`src/common/accel_regs_pkg.sv`:
```
// Register map, field layout, reset values and timing for the accelerometer control registers
package accel_regs_pkg;

  // Register offsets on the serial register port
  localparam logic [6:0] OFS_PIN_A_CFG   = 7'h53;
  localparam logic [6:0] OFS_PIN_B_CFG   = 7'h54;
  localparam logic [6:0] OFS_ROUTING     = 7'h58;
  localparam logic [6:0] OFS_STIMULUS    = 7'h6D;
  localparam logic [6:0] OFS_POWER_SAVE  = 7'h7C;
  localparam logic [6:0] OFS_SENSOR_ON   = 7'h7D;
  localparam logic [6:0] OFS_SOFT_RESET  = 7'h7E;

  // Pin configuration field positions (same for both pins)
  localparam int PIN_IN_EN_BIT  = 4;
  localparam int PIN_OUT_EN_BIT = 3;
  localparam int PIN_DRIVE_BIT  = 2;
  localparam int PIN_POL_BIT    = 1;

  // Routing field positions
  localparam int ROUTE_READY_B_BIT = 6;
  localparam int ROUTE_LEVEL_B_BIT = 5;
  localparam int ROUTE_FULL_B_BIT  = 4;
  localparam int ROUTE_READY_A_BIT = 2;
  localparam int ROUTE_LEVEL_A_BIT = 1;
  localparam int ROUTE_FULL_A_BIT  = 0;

  // Reset values
  localparam logic [7:0] PIN_CFG_RST    = 8'h00;
  localparam logic [7:0] ROUTING_RST    = 8'h00;
  localparam logic [7:0] STIMULUS_RST   = 8'h00;
  localparam logic [7:0] POWER_SAVE_RST = 8'h03;
  localparam logic [7:0] SENSOR_ON_RST  = 8'h00;

  // Encoded register values
  localparam logic [7:0] STIM_OFF_VAL  = 8'h00;
  localparam logic [7:0] STIM_POS_VAL  = 8'h0D;
  localparam logic [7:0] STIM_NEG_VAL  = 8'h09;
  localparam logic [7:0] SUSPEND_VAL   = 8'h03;
  localparam logic [7:0] ACTIVE_VAL    = 8'h00;
  localparam logic [7:0] SENSOR_ON_VAL = 8'h04;
  localparam logic [7:0] RESET_KEY     = 8'hB6;

  // Soft reset delay, watermark and fill level widths
  localparam int CLK_PERIOD_NS     = 100;
  localparam int SRST_DELAY_NS     = 1000000;
  localparam int SRST_DELAY_CYCLES = (SRST_DELAY_NS + CLK_PERIOD_NS - 1) / CLK_PERIOD_NS;
  localparam int WTM_W             = 13;
  localparam int LEVEL_W           = 14;

  // Stimulus selection as seen by the sensing path
  typedef enum logic [1:0] {STIM_OFF, STIM_POS, STIM_NEG} stim_e;

  // One pin's configuration fields
  typedef struct packed {
    logic in_en;
    logic out_en;
    logic drive_od;
    logic pol_high;
  } pin_cfg_s;

  // Events from the data path
  typedef struct packed {
    logic data_ready;
    logic fifo_full;
  } events_s;

  // Register port request
  typedef struct packed {
    logic       wr;
    logic       rd;
    logic [6:0] addr;
    logic [7:0] wdata;
  } reg_req_s;

endpackage

```
`src/rtl/accel_pin_power_reset_regs.sv`:
```
// Accelerometer interrupt pin, event routing, self-test, power and soft-reset registers
//
// Notes on behaviour
// - Pin A config holds input enable 4, output enable 3, open-drain 2, active-high 1.
// - Pin B config uses the same field layout as pin A.
// - Routing bit 6 puts data-ready onto pin B.
// - Routing bit 5 puts FIFO watermark onto pin B.
// - Routing bit 4 puts FIFO full onto pin B.
// - Routing bit 2 puts data-ready onto pin A.
// - Routing bit 1 puts FIFO watermark onto pin A.
// - Routing bit 0 puts FIFO full onto pin A.
// - Stimulus 0x00 off, 0x0D positive offset, 0x09 negative offset.
// - Power-save 0x03 suspends, 0x00 activates; resets to 0x03.
// - While suspended no new samples are acquired.
// - Sensor enable 0x00 off, 0x04 on; resets to 0x00.
// - Writing 0xB6 to soft-reset register starts a sensor reset.
// - 1 ms after soft reset all configuration returns to reset values.
// - Soft reset is accepted in every mode, suspend included.
// - Watermark event holds while FIFO bytes reach the 13-bit threshold.
`timescale 1ns/1ps
module accel_pin_power_reset_regs #(
  parameter int SRST_CYCLES = accel_regs_pkg::SRST_DELAY_CYCLES
) (
  // Clock and reset
  input  wire logic                          CLK,
  input  wire logic                          RST_N,
  // Register port
  input  wire accel_regs_pkg::reg_req_s      REG_REQ,
  output logic [7:0]                         REG_RDATA,
  // Data path events and FIFO state
  input  wire accel_regs_pkg::events_s       EVENTS,
  input  wire logic [accel_regs_pkg::LEVEL_W-1:0] FIFO_LEVEL,
  input  wire logic [accel_regs_pkg::WTM_W-1:0]   WTM_LEVEL,
  // Interrupt pin A
  input  wire logic                          IRQ_PIN_A_I,
  output logic                               IRQ_PIN_A_O,
  output logic                               IRQ_PIN_A_OE,
  output logic                               PIN_A_SEEN,
  // Interrupt pin B
  input  wire logic                          IRQ_PIN_B_I,
  output logic                               IRQ_PIN_B_O,
  output logic                               IRQ_PIN_B_OE,
  output logic                               PIN_B_SEEN,
  // Sensor control
  output accel_regs_pkg::stim_e              STIMULUS,
  output logic                               ACQUIRE_EN,
  output logic                               SOFT_RESET_BUSY
);
  import accel_regs_pkg::*;

  pin_cfg_s   pin_a_r;
  pin_cfg_s   pin_b_r;
  logic [6:0] routing_r;
  logic [7:0] stimulus_r;
  logic [7:0] power_save_r;
  logic [7:0] sensor_on_r;
  logic       srst_busy_r;
  logic [15:0] srst_cnt_r;
  logic       srst_done;
  logic       wr_a;
  logic       wr_b;
  logic       wr_route;
  logic       wr_stim;
  logic       wr_pwr;
  logic       wr_on;
  logic       key_wr;
  logic       wm_evt;
  logic       evt_a;
  logic       evt_b;
  logic [1:0] sync_a_r;
  logic [1:0] sync_b_r;

  // Write decode
  assign wr_a     = REG_REQ.wr && REG_REQ.addr == OFS_PIN_A_CFG;
  assign wr_b     = REG_REQ.wr && REG_REQ.addr == OFS_PIN_B_CFG;
  assign wr_route = REG_REQ.wr && REG_REQ.addr == OFS_ROUTING;
  assign wr_stim  = REG_REQ.wr && REG_REQ.addr == OFS_STIMULUS;
  assign wr_pwr   = REG_REQ.wr && REG_REQ.addr == OFS_POWER_SAVE;
  assign wr_on    = REG_REQ.wr && REG_REQ.addr == OFS_SENSOR_ON;
  // Key write is taken in any power mode
  assign key_wr   = REG_REQ.wr && REG_REQ.addr == OFS_SOFT_RESET && REG_REQ.wdata == RESET_KEY;
  assign srst_done = srst_busy_r && srst_cnt_r == 16'(SRST_CYCLES - 1);

  // Soft reset delay counter; a repeated key restarts the delay
  always_ff @(posedge CLK or negedge RST_N)
  begin
    if (!RST_N)
    begin
      srst_busy_r <= 1'b0;
      srst_cnt_r  <= 16'h0000;
    end
    else if (key_wr)
    begin
      srst_busy_r <= 1'b1;
      srst_cnt_r  <= 16'h0000;
    end
    else if (srst_done)
    begin
      srst_busy_r <= 1'b0;
      srst_cnt_r  <= 16'h0000;
    end
    else if (srst_busy_r)
    begin
      srst_cnt_r <= srst_cnt_r + 16'h0001;
    end
  end

  // Pin configuration registers, reserved bits never stored
  always_ff @(posedge CLK or negedge RST_N)
  begin
    if (!RST_N)
    begin
      pin_a_r <= pin_cfg_s'(PIN_CFG_RST[4:1]);
      pin_b_r <= pin_cfg_s'(PIN_CFG_RST[4:1]);
    end
    else if (srst_done)
    begin
      pin_a_r <= pin_cfg_s'(PIN_CFG_RST[4:1]);
      pin_b_r <= pin_cfg_s'(PIN_CFG_RST[4:1]);
    end
    else
    begin
      if (wr_a)
        pin_a_r <= pin_cfg_s'(REG_REQ.wdata[PIN_IN_EN_BIT:PIN_POL_BIT]);
      if (wr_b)
        pin_b_r <= pin_cfg_s'(REG_REQ.wdata[PIN_IN_EN_BIT:PIN_POL_BIT]);
    end
  end

  // Event routing register, bit 3 and bit 7 reserved
  always_ff @(posedge CLK or negedge RST_N)
  begin
    if (!RST_N)
      routing_r <= ROUTING_RST[6:0];
    else if (srst_done)
      routing_r <= ROUTING_RST[6:0];
    else if (wr_route)
      routing_r <= {REG_REQ.wdata[6:4], 1'b0, REG_REQ.wdata[2:0]};
  end

  // Self-test, power-save and sensor enable registers
  always_ff @(posedge CLK or negedge RST_N)
  begin
    if (!RST_N)
    begin
      stimulus_r   <= STIMULUS_RST;
      power_save_r <= POWER_SAVE_RST;
      sensor_on_r  <= SENSOR_ON_RST;
    end
    else if (srst_done)
    begin
      stimulus_r   <= STIMULUS_RST;
      power_save_r <= POWER_SAVE_RST;
      sensor_on_r  <= SENSOR_ON_RST;
    end
    else
    begin
      if (wr_stim)
        stimulus_r <= REG_REQ.wdata;
      if (wr_pwr)
        power_save_r <= REG_REQ.wdata;
      if (wr_on)
        sensor_on_r <= REG_REQ.wdata;
    end
  end

  // Stimulus decode; unlisted codes leave the output unstimulated
  always_comb
  begin
    unique case (stimulus_r)
      STIM_POS_VAL: STIMULUS = STIM_POS;
      STIM_NEG_VAL: STIMULUS = STIM_NEG;
      default:      STIMULUS = STIM_OFF;
    endcase
  end

  // Sampling runs only when active, switched on and not mid-reset
  assign ACQUIRE_EN = power_save_r == ACTIVE_VAL && sensor_on_r == SENSOR_ON_VAL && !srst_busy_r;
  assign SOFT_RESET_BUSY = srst_busy_r;

  // Read data, write-only and unmapped offsets read zero
  always_ff @(posedge CLK or negedge RST_N)
  begin
    if (!RST_N)
      REG_RDATA <= 8'h00;
    else if (REG_REQ.rd)
    begin
      unique case (REG_REQ.addr)
        OFS_PIN_A_CFG:  REG_RDATA <= {3'b000, pin_a_r, 1'b0};
        OFS_PIN_B_CFG:  REG_RDATA <= {3'b000, pin_b_r, 1'b0};
        OFS_ROUTING:    REG_RDATA <= {1'b0, routing_r};
        OFS_STIMULUS:   REG_RDATA <= stimulus_r;
        OFS_POWER_SAVE: REG_RDATA <= power_save_r;
        OFS_SENSOR_ON:  REG_RDATA <= sensor_on_r;
        default:        REG_RDATA <= 8'h00;
      endcase
    end
  end

  // Watermark event from fill level against threshold
  assign wm_evt = FIFO_LEVEL >= LEVEL_W'(WTM_LEVEL);

  // Event merge per pin
  assign evt_a = (routing_r[ROUTE_READY_A_BIT] && EVENTS.data_ready)
              || (routing_r[ROUTE_LEVEL_A_BIT] && wm_evt)
              || (routing_r[ROUTE_FULL_A_BIT] && EVENTS.fifo_full);
  assign evt_b = (routing_r[ROUTE_READY_B_BIT] && EVENTS.data_ready)
              || (routing_r[ROUTE_LEVEL_B_BIT] && wm_evt)
              || (routing_r[ROUTE_FULL_B_BIT] && EVENTS.fifo_full);

  // Pin drivers: push-pull drives both levels, open-drain only pulls low
  always_ff @(posedge CLK or negedge RST_N)
  begin
    if (!RST_N)
    begin
      IRQ_PIN_A_O  <= 1'b0;
      IRQ_PIN_A_OE <= 1'b0;
      IRQ_PIN_B_O  <= 1'b0;
      IRQ_PIN_B_OE <= 1'b0;
    end
    else
    begin
      IRQ_PIN_A_O  <= pin_a_r.drive_od ? 1'b0 : (evt_a == pin_a_r.pol_high);
      IRQ_PIN_A_OE <= pin_a_r.out_en && (!pin_a_r.drive_od || (evt_a != pin_a_r.pol_high));
      IRQ_PIN_B_O  <= pin_b_r.drive_od ? 1'b0 : (evt_b == pin_b_r.pol_high);
      IRQ_PIN_B_OE <= pin_b_r.out_en && (!pin_b_r.drive_od || (evt_b != pin_b_r.pol_high));
    end
  end

  // Pin input synchronisers
  always_ff @(posedge CLK or negedge RST_N)
  begin
    if (!RST_N)
    begin
      sync_a_r <= 2'b00;
      sync_b_r <= 2'b00;
    end
    else
    begin
      sync_a_r <= {sync_a_r[0], IRQ_PIN_A_I};
      sync_b_r <= {sync_b_r[0], IRQ_PIN_B_I};
    end
  end

  // Input-mode pin levels, active state folded by polarity
  always_ff @(posedge CLK or negedge RST_N)
  begin
    if (!RST_N)
    begin
      PIN_A_SEEN <= 1'b0;
      PIN_B_SEEN <= 1'b0;
    end
    else
    begin
      PIN_A_SEEN <= pin_a_r.in_en && (sync_a_r[1] == pin_a_r.pol_high);
      PIN_B_SEEN <= pin_b_r.in_en && (sync_b_r[1] == pin_b_r.pol_high);
    end
  end
endmodule

```
`config.mk`:
```
export PLATFORM = sky130hd
export DESIGN_NAME = accel_pin_power_reset_regs
export DESIGN_NICKNAME = d
export VERILOG_FILES = /design/src/common/accel_regs_pkg.sv /design/src/rtl/accel_pin_power_reset_regs.sv
export SDC_FILE = /design/constraint.sdc
export NUM_CORES = 1
export LEC_CHECK = 0
export ABC_AREA = 1
export BUFFER_PORTS_ARGS = -buffer_cell sky130_fd_sc_hd__buf_2
export CORE_MARGIN = 5
export CORE_UTILIZATION = 63
export CTS_BUF_LIST = sky130_fd_sc_hd__clkbuf_2 sky130_fd_sc_hd__clkbuf_4 sky130_fd_sc_hd__clkbuf_8
export CTS_CLUSTER_DIAMETER = 50
export CTS_CLUSTER_SIZE = 16
export DETAILED_ROUTE_END_ITERATION = 10
export PLACE_DENSITY_LB_ADDON = 0.12
export SYNTH_ARGS = -nofsm -noshare
export SYNTH_HDL_FRONTEND = slang
export SYNTH_SLANG_ARGS = --single-unit
```
`constraint.sdc`:
```
create_clock -name CLK -period 2.6 [get_ports CLK]
set_clock_uncertainty 0.05 [all_clocks]
set_input_delay 0.13 -clock CLK [delete_from_list [all_inputs] [get_ports CLK]]
set_output_delay 0.13 -clock CLK [all_outputs]
set_load 0.02 [all_outputs]
```
==> impl_metrics.yaml, run 1 <==
cts:
  cts.path.max_buffers: 2
  cts_tree: "yes"
  cts_root_buf: "clkbuf_8"
  post_cts_resized: 0
  postCtsSetupBuffers: 0
  htreeDepth: 3
  cts_buffers: 9
  clk_pin_slew_ns: 0.08
  cts.sinks: 73
  clock_latency_ns: 0.36
final_layout:
  fin_nets: 628
  insertedDiodeCount: 0
  drive_gt1_share_pct: 18.8
  area_growth_pct: 16.8
grt:
  grt_usage_pct: 28.2
  antenna_found_initial: 0
  grt_pass1_vias: 3641
  grt_pass1_wl_mm: 17.0
  grt_overflow_total: 0
  grt_max_degree: 32
timing:
  setup_viol: 0
  finalCriticalPeriod_ns: 2.30
  timing.final.ws_setup_ns: 0.299
  period_share_pct: 88.5
  slew_headroom_pct: 52.7
  worst-slew-pin-transition_ns: 0.709
  fmax_mhz: 435
  rsz0062_at_grt: "false"
  finalHoldViolCount: 0
  fin_tns_setup_ns: 0
  finalMaxSlewViolations: 0
floorplan:
  die_y_um: 89.3
  dieArea_sq_um: 7970
  core_sq_um: 6030
  boundaryPins: 68
  die_w_um: 89.3
  num_rows: 28
  start_util_pct: 65.7
worst_hold_path:
  hold_path.class: "primary input to flop"
pwr:
  clockPowerShare_pct: 41.5
  pwr_density_cell_nw_per_um2: 572
  peakVddDrop_v: 0.000410
  p_leak_nw: 2.32
  p_switching_uw: 658
  power_frac_comb_pct: 11.4
  p_seq_share_pct: 47.0
  swShare_pct: 24.9
  p_int_mw: 1.99
worst_setup_path:
  worstSetupEndpointType: "flop"
  cp-start-kind: "flop"
  criticalPathCategory: "flop to flop"
  worst_ep_arrival_time_ns: 2.53
  cp_max_fo: 11
  cp_data_required_time_ns: 2.83
routing:
  drt-pass1-iter-count: 6
  drt_iter0_drc: 245
  avgRoutedWirePerCell_um: 15.8
  vias: 3810
  avgViaCountPerCell: 5.92
  drt-total-wl_mm: 10.2
  drc: 0
  ant_nets: 0
place:
  place.gp.congestion: 0.950
  port_buffers: 67
  hpwl_mm: 7.62
  preCtsSetupSlack_ns: 0.382
logic_synthesis:
  synth-edff-count: 0
  ys_top_cells_by_count: "nand2_1 (97), dfrtp_1 (71), inv_1 (67)"
  synthFlopType: "dfrtp_1"
  yosys_warnings: 0
  async_flop_share_pct: 100
  ys_seq_area_share_pct: 46.2
  syn-instance-count: 491
  syn_area_per_cell_sq_um: 8.06
  syn_nets: 555
  synth_seq_cells: 73
  synth_top_area_share_pct: 44.9
  synth_cell_type_count: 35
  yosysTopAreaCell: "dfrtp_1"
  synth.most_common_cell: "nand2_1"
  synth_area_leaders: "dfrtp_1 (45%), nand2_1 (9.2%), nand3_1 (7.1%), o21ai_0 (6.7%), inv_1 (6.4%)"
  syn_area_sq_um: 3960
job:
  drv_cap: 0
status:
  status: "complete, no violations"
[cell type report]
class | instances | area (sq um)
timing repair buffer | 74 | 395
multi-input combinational | 336 | 1790
tap | 75 | 93.8
fill | 444 | 1400
inverter | 70 | 263
clock buffer | 11 | 145
sequential | 73 | 1830
clock inverter | 5 | 104
[cell usage in the layout (no fill, tap or decap), types with 2 or more instances in the layout]
| master | count |
|---|---|
| a21oi_1 | 14 |
| a31oi_1 | 2 |
| buf_2 | 67 |
| buf_4 | 4 |
| bufinv_16 | 3 |
| clkbuf_8 | 10 |
| dfrtp_1 | 71 |
| dfstp_2 | 2 |
| dlygate4sd3_1 | 3 |
| ha_1 | 14 |
| inv_1 | 67 |
| inv_2 | 3 |
| nand2_1 | 97 |
| nand2_2 | 3 |
| nand2_4 | 2 |
| nand3_1 | 56 |
| nand3_2 | 2 |
| nand4_1 | 11 |
| nor2_1 | 25 |
| nor2_2 | 2 |
| nor3_1 | 8 |
| nor3_2 | 2 |
| nor3_4 | 2 |
| nor4_1 | 7 |
| o211ai_1 | 2 |
| o21ai_0 | 53 |
| o21ai_1 | 11 |
| o22ai_1 | 11 |
| xor2_1 | 4 |
[power groups by stage]
stage | clock network (mW) | logic, mW | registers, mW
final | 1.10 | 0.303 | 1.24
after global routing | 1.17 | 0.345 | 1.25
after CTS | 1.12 | 0.302 | 1.24
after detailed placement | 0 | 0.297 | 1.26
after global placement | 0 | 0.286 | 1.26
after floorplan | 0 | 0.152 | 1.27
[kinds of logic (layout without fill, tap and decap cells)]
kind of cell | count (synthesis) | count (layout) | share of synthesized area [%]
and+or+nand+nor | 219 | 219 | 26.4
AOI/OAI and AO/OA | 98 | 98 | 13.4
buffers and inverters | 82 | 160 | 8.47
DFF | 73 | 73 | 46.2
adders and majority gates | 14 | 14 | 4.42
xor gates and xnor gates | 5 | 5 | 1.11
[state kept, by name (all words and copies together) (netlist names)]
| name | flops |
|---|---|
| IRQ_PIN_A_O | 1 |
| IRQ_PIN_A_OE | 1 |
| IRQ_PIN_B_O | 1 |
| IRQ_PIN_B_OE | 1 |
| PIN_A_SEEN | 1 |
| PIN_B_SEEN | 1 |
| REG_RDATA | 8 |
| SOFT_RESET_BUSY | 1 |
| pin_a_r | 4 |
| pin_b_r | 4 |
| power_save_r | 8 |
| routing_r | 6 |
| sensor_on_r | 8 |
| srst_cnt_r | 16 |
| stimulus_r | 8 |
| sync_a_r | 2 |
| sync_b_r | 2 |
[metal layers]
layer	wire [um]	global-route usage, %	share of wire, %
met1	4080	36.2	40
met2	4860	46.6	48
met3	976	6.82	9.6
met4	271	9.88	2.7
met5	0	0	0
[critical path: stages, from the launching register on]
cell	delay, ns
dfrtp_1	0.42
ha_1	0.25
nand3_2	0.10
nor3_1	0.06
nand2_1	0.27
nand3_1	0.39
inv_1	0.36
o21ai_0	0.15
o21ai_0	0.15
[final timing paths]
| check | from | to | slack (ns) | cells after the start |
|---|---|---|---|---|
| max | srst_cnt_r[0] | srst_cnt_r[9] | 0.30 | 8 |
| min | REG_REQ[6] | routing_r[6] | 0.03 | 3 |
| max reg2reg | srst_cnt_r[0] | srst_cnt_r[9] | 0.30 | 8 |
| min reg2reg | sync_a_r[0] | sync_a_r[1] | 0.31 | 0 |
| max in group asynchronous | RST_N | sensor_on_r[1] | 1.40 | 3 |
| min in group asynchronous | RST_N | REG_RDATA[3] | 0.33 | 2 |
[metrics by stage]
| stage | cell area, sq um | total power [mW] | hold slack [ns] | util [%] | std cells |
|---|---|---|---|---|---|
| 2_1_floorplan | 3960 | 1.42 | -0.216 | - | 491 |
| 3_3_place_gp | 4350 | 1.55 | 0.155 | 72.1 | 625 |
| 3_5_place_dp | 4350 | 1.56 | 0.164 | 72.1 | 625 |
| 4_1_cts | 4620 | 2.66 | 0.00976 | 76.7 | 644 |
| 5_1_grt | 4620 | 2.77 | 0.0346 | 76.7 | 644 |
| 6_report | 4620 | 2.65 | 0.0319 | 76.7 | 644 |
[repair_timing]
| action | 4_1_cts | 5_1_grt |
|---|---|---|
| endpoints found under the hold margin | 29 | 0 |
| hold buffers | 3 | 0 |
| setup endpoints to repair | 0 | 0 |
Power figures use the tool's default switching activity.
==> run 2, diff against run 1 <==
- CELL_PAD_IN_SITES_DETAIL_PLACEMENT: not set -> 1
- CELL_PAD_IN_SITES_GLOBAL_PLACEMENT: not set -> 2
- CORE_UTILIZATION: 63 -> 37
- PLACE_DENSITY_LB_ADDON: 0.12 -> 0.1
==> run 2 against run 1 <==
Effect of this change:
- the run now ends with negative hold slack left
- die area rose by 61%
- core utilization fell by 31 points
- non-clock buffer count fell by 2
- largest cell class unchanged
==> impl_metrics.yaml, run 2 (synthesis results as in run 1) <==
final_layout:
  mostFrequentLayoutCells: "nand2_1 (97), dfrtp_1 (71), inv_1 (67), buf_2 (67), nand3_1 (56)"
  fin_nets: 626
  largest_register: "srst_cnt_r"
  postLayoutCoreUtil_pct: 45.6
  insertedDiodeCount: 0
  final_common_cell: "nand2_1"
  largest_reg_flops: 16
  drive_gt1_share_pct: 18.7
  area_growth_pct: 19.3
routing:
  avgRoutedWirePerCell_um: 17.1
  drt-pass1-iter-count: 4
  vias: 3635
  drt_iter0_drc: 215
  ant_nets: 0
  drt-total-wl_mm: 12.0
  drc: 0
  avgViaCountPerCell: 5.17
worst_hold_path:
  hold_path.class: "primary input to async pin"
timing:
  hold_slack_ns: -0.0460
  period_share_pct: 80.4
  fmax_mhz: 478
  slew_headroom_pct: 35.5
  finalCriticalPeriod_ns: 2.09
  fin_tns_setup_ns: 0
  setup_viol: 0
  worst-slew-pin-transition_ns: 0.967
  finalMaxSlewViolations: 0
  finalHoldViolCount: 53
  rsz0062_at_grt: "false"
floorplan:
  start_util_pct: 38.2
  boundaryPins: 68
  dieArea_sq_um: 12900
  die_w_um: 113
  die_y_um: 113
  num_rows: 37
  core_sq_um: 10400
pwr:
  p_int_mw: 2.14
  swShare_pct: 24.7
  pwr_density_cell_nw_per_um2: 603
  p_seq_share_pct: 43.8
  peakVddDrop_v: 0.000323
  p_switching_uw: 702
  clockPowerShare_pct: 45.6
  power_frac_comb_pct: 10.6
  p_leak_nw: 2.33
grt:
  grt_pass1_wl_mm: 20.3
  grt_max_degree: 74
  grt_overflow_total: 0
  grt_usage_pct: 19.8
  grt_pass1_vias: 3938
  antenna_found_initial: 0
cts:
  htreeDepth: 3
  cts_root_buf: "clkbuf_8"
  cts_buffers: 9
  clock_latency_ns: 0.35
  cts.path.max_buffers: 2
  cts_tree: "yes"
  cts.sinks: 73
  clk_pin_slew_ns: 0.09
place:
  port_buffers: 67
  hpwl_mm: 9.07
  place.gp.congestion: 0.832
worst_setup_path:
  path_cells: "ha_1, nand3_2, nor3_1, nand2_1, buf_4, buf_4, nand2_1, o21ai_0"
  worst_ep_arrival_time_ns: 2.30
  critPathSlowestCell: "dfrtp_1"
  cp_data_required_time_ns: 2.81
  cp-start-kind: "flop"
  criticalPathCategory: "flop to flop"
  cp_max_fo: 25
  worstSetupEndpointType: "flop"
  slowest_delay_ns: 0.43
status:
  violations: "negative hold slack"
  status: "complete, but fails checks"
job:
  drv_cap: 0
==> run 2: changes by cell type in the layout (fill, tap and decap cells not counted), sizes merged <==
cell and delta:
buf -1, bufinv +2, clkbuf -2, clkinv -1
clkinvlp +1, dlygate4sd3 -1
==> run 2: power by group through the flow <==
stage | clock network (mW) | registers [mW] | logic, mW
floorplan | 0 | 1.27 | 0.152
global route | 1.38 | 1.25 | 0.351
finish | 1.30 | 1.25 | 0.302
CTS | 1.32 | 1.25 | 0.310
global placement | 0 | 1.27 | 0.297
detailed placement | 0 | 1.27 | 0.305
==> run 2: path summary, 6_finish.rpt <==
check	from	end	slack, ns	depth (start not counted)
max reg2reg	srst_cnt_r[0]	stimulus_r[2]	0.51	8
max	srst_cnt_r[0]	stimulus_r[2]	0.51	8
min reg2reg	sync_a_r[0]	sync_a_r[1]	0.31	0
max in group asynchronous	RST_N	IRQ_PIN_B_O	1.92	2
min	RST_N	srst_cnt_r[5]	-0.05	2
min in group CLK	REG_REQ[6]	routing_r[6]	0.06	3
==> run 2: cell type report <==
class / count / area [sq um]
Inverter: 70 / 263
Sequential cell: 73 / 1830
Fill cell: 1330 / 5650
Clock buffer: 9 / 124
Clock inverter: 7 / 166
Multi-Input combinational cell: 336 / 1790
Timing Repair Buffer: 72 / 378
Tap cell: 136 / 170
==> run 2: timing repair <==
item | in CTS | in global routing
buffers inserted | 0 | 0
gates resized for setup | 0 | 0
hold buffers | 2 | 0
endpoints found under the hold margin | 2 | 0
==> run 2: worst max-delay path, delay by kind of cell, from the launching register on <==
family          cells  cell delay, ns
compound gates      1            0.20
fa+ha+maj           1            0.25
buf+inv             2            0.60
flops               1            0.43
simple gates        4            0.45
==> run 2: layer usage <==
metal / global-route usage (%) / part of all wire (%)
met5: 0 / 0
met4: 5.61 / 0.90
met3: 3.34 / 3.1
met2: 33.9 / 50
met1: 25.8 / 46
==> run 2: per-stage QoR <==
stage	hold slack (ns)	instance area, sq um	std cells	setup WS (ns)	power [mW]
3_3_place_gp	0.187	4410	685	0.610	1.56
2_1_floorplan	-0.216	3960	491	1.01	1.42
5_1_grt	0.0408	4720	703	0.315	2.99
4_1_cts	0.00965	4720	703	0.532	2.88
3_5_place_dp	0.190	4410	685	0.564	1.57
6_report	-0.0460	4720	703	0.510	2.85
==> run 3, diff against run 2 <==
- CORE_UTILIZATION: 37 -> 31
- clock period: 2.6 -> 1.87 ns (I/O delays scaled with it)
==> run 3 against run 2 <==
Effect of this change:
- the run now ends clean
- cell count rose by 8.5%
- final area rose by 5.1%
- hold slack improved by 0.073 ns
- sequential share of layout area fell by 1.9 points
- critical endpoint is now ACQUIRE_EN
- highest routed layer unchanged
==> impl_metrics.yaml, run 3 (synthesis results as in run 1) <==
status:
  status: "complete, no violations"
timing:
  finalHoldViolCount: 0
  setup_viol: 0
  fmax_mhz: 561
  period_share_pct: 95.4
  timing.final.ws_setup_ns: 0.0868
  slew_headroom_pct: 71.8
  worst-slew-pin-transition_ns: 0.419
  finalMaxSlewViolations: 0
  finalCriticalPeriod_ns: 1.78
cts:
  htreeDepth: 3
  cts_root_buf: "clkbuf_8"
  cts_tree: "yes"
  cts.path.max_buffers: 2
  clock_latency_ns: 0.37
  clk_pin_slew_ns: 0.08
  cts_buffers: 9
  cts.sinks: 73
final_layout:
  area_growth_pct: 25.4
  largest_register: "srst_cnt_r"
  seq_area_sq_um: 1830
  fin_nets: 651
  multi_input_area_sq_um: 1850
  final_common_cell: "nand2_1"
  drive_gt1_share_pct: 23.7
  fillers: 1548
  largest_reg_flops: 16
  insertedDiodeCount: 0
  mostFrequentLayoutCells: "nand2_1 (95), dfrtp_1 (71), buf_2 (67)"
grt:
  grt-busiest-layer: "met2"
  antenna_found_initial: 0
  grt_usage_pct: 18.1
  grt_pass1_wl_mm: 20.9
  grt_use_met2_pct: 31.7
  grt_max_degree: 33
  grt_pass1_vias: 4038
  grt_util_met3_pct: 2.70
  grt_overflow_total: 0
  gr-usage-met1_pct: 22.3
floorplan:
  start_util_pct: 31.5
  num_rows: 41
  die_w_um: 123
  die_y_um: 123
  core_sq_um: 12600
  dieArea_sq_um: 15100
  boundaryPins: 68
pwr:
  p_leak_nw: 2.45
  finalPower_mw: 3.45
  swShare_pct: 28.0
  p_switching_uw: 966
  p_seq_share_pct: 50.2
  clockPowerShare_pct: 37.0
  peakVddDrop_v: 0.000419
  p_int_mw: 2.48
  pwr_density_cell_nw_per_um2: 694
  power_frac_comb_pct: 12.8
worst_hold_path:
  hold_path_depth: 3
  holdPathEnd: "routing_r[1]"
  hold_start: "REG_REQ[1]"
  hold_path.class: "primary input to flop"
worst_setup_path:
  worstReg2RegStart: "srst_cnt_r[6]"
  cp_max_fo: 3
  slowest_delay_ns: 0.43
  cp-start-kind: "flop"
  path_cells: "nor4_2, nand3_1, nor4_2, buf_2"
  rr_endpoint: "routing_r[0]"
  rrSetupSlack_ns: 0.13
  cp_data_required_time_ns: 1.73
  criticalPathCategory: "flop to output pin"
  r2r_cells: 9
  worstSetupEndpointType: "output pin"
  worst_ep_arrival_time_ns: 1.64
  critPathSlowestCell: "dfrtp_1"
  cp_common_cell: "nor4_2"
job:
  drv_cap: 0
place:
  preCtsSetupSlack_ns: 0.0200
  port_buffers: 67
  place.gp.congestion: 0.807
  hpwl_mm: 9.68
routing:
  drt-pass1-iter-count: 4
  ant_nets: 0
  drt-total-wl_mm: 12.8
  vias: 3780
  avgRoutedWirePerCell_um: 16.8
  drc: 0
  drt_iter0_drc: 169
  avgViaCountPerCell: 4.95
run 3: area by class of cell:
| type | count | share of cell area [%] |
|---|---|---|
| Tap cell | 172 | 4.33 |
| Clock inverter | 5 | 1.13 |
| Timing Repair Buffer | 97 | 12.4 |
| Clock buffer | 10 | 2.77 |
| Multi-Input combinational cell | 336 | 37.2 |
| Inverter | 70 | 5.29 |
| Sequential cell | 73 | 36.8 |
run 3: power groups by stage:
stage | clock network [mW] | registers, mW | logic [mW]
2_1_floorplan | 0 | 1.77 | 0.211
3_3_place_gp | 0 | 1.76 | 0.431
3_5_place_dp | 0 | 1.76 | 0.440
4_1_cts | 1.32 | 1.73 | 0.453
5_1_grt | 1.38 | 1.74 | 0.509
6_report | 1.27 | 1.73 | 0.441
run 3: per-layer routing:
metal	share of wire [%]	vias to the layer above
met5	0	-
met4	2.0	0
met3	2.8	18
met2	51	50
met1	44	1872
li1	-	1840
run 3: critical path, delay by kind of cell, from the launching register on:
kind | cells | cell delay (ns)
and+or+nand+nor | 3 | 0.64
DFF | 1 | 0.43
buffers and inverters | 1 | 0.21
run 3: stage by stage:
| stage | setup TNS (ns) | area, sq um | cells | util, % | hold WS (ns) |
|---|---|---|---|---|---|
| detailed placement | 0 | 4590 | 735 | 36.5 | -0.00854 |
| floorplan | 0 | 3960 | 491 | - | -0.252 |
| global placement | 0 | 4590 | 735 | 36.5 | -0.00499 |
| global route | -0.00468 | 4960 | 763 | 39.5 | 0.0205 |
| finish | 0 | 4960 | 763 | 39.5 | 0.0268 |
| CTS | 0 | 4890 | 756 | 38.9 | 0.0117 |
run 3: worst max-delay path by stage:
stage	to	cells past startpoint	start	slack, ns
after floorplan	stimulus_r[6]	8	srst_cnt_r[0]	0.28
after CTS	routing_r[0]	9	srst_cnt_r[1]	0.01
after global routing	routing_r[1]	9	srst_cnt_r[6]	-0.005
after detailed placement	routing_r[0]	9	srst_cnt_r[1]	0.02
final	ACQUIRE_EN	4	power_save_r[4]	0.09
after global placement	routing_r[4]	9	srst_cnt_r[1]	0.09
run 3: repair_timing:
item	4_1_cts	5_1_grt
setup buffers	0	6
hold buffers	5	0
setup endpoints to repair	2	32
resized for setup	4	13
cloned	1	2
hold endpoints to repair	75	0
pin swaps	0	2
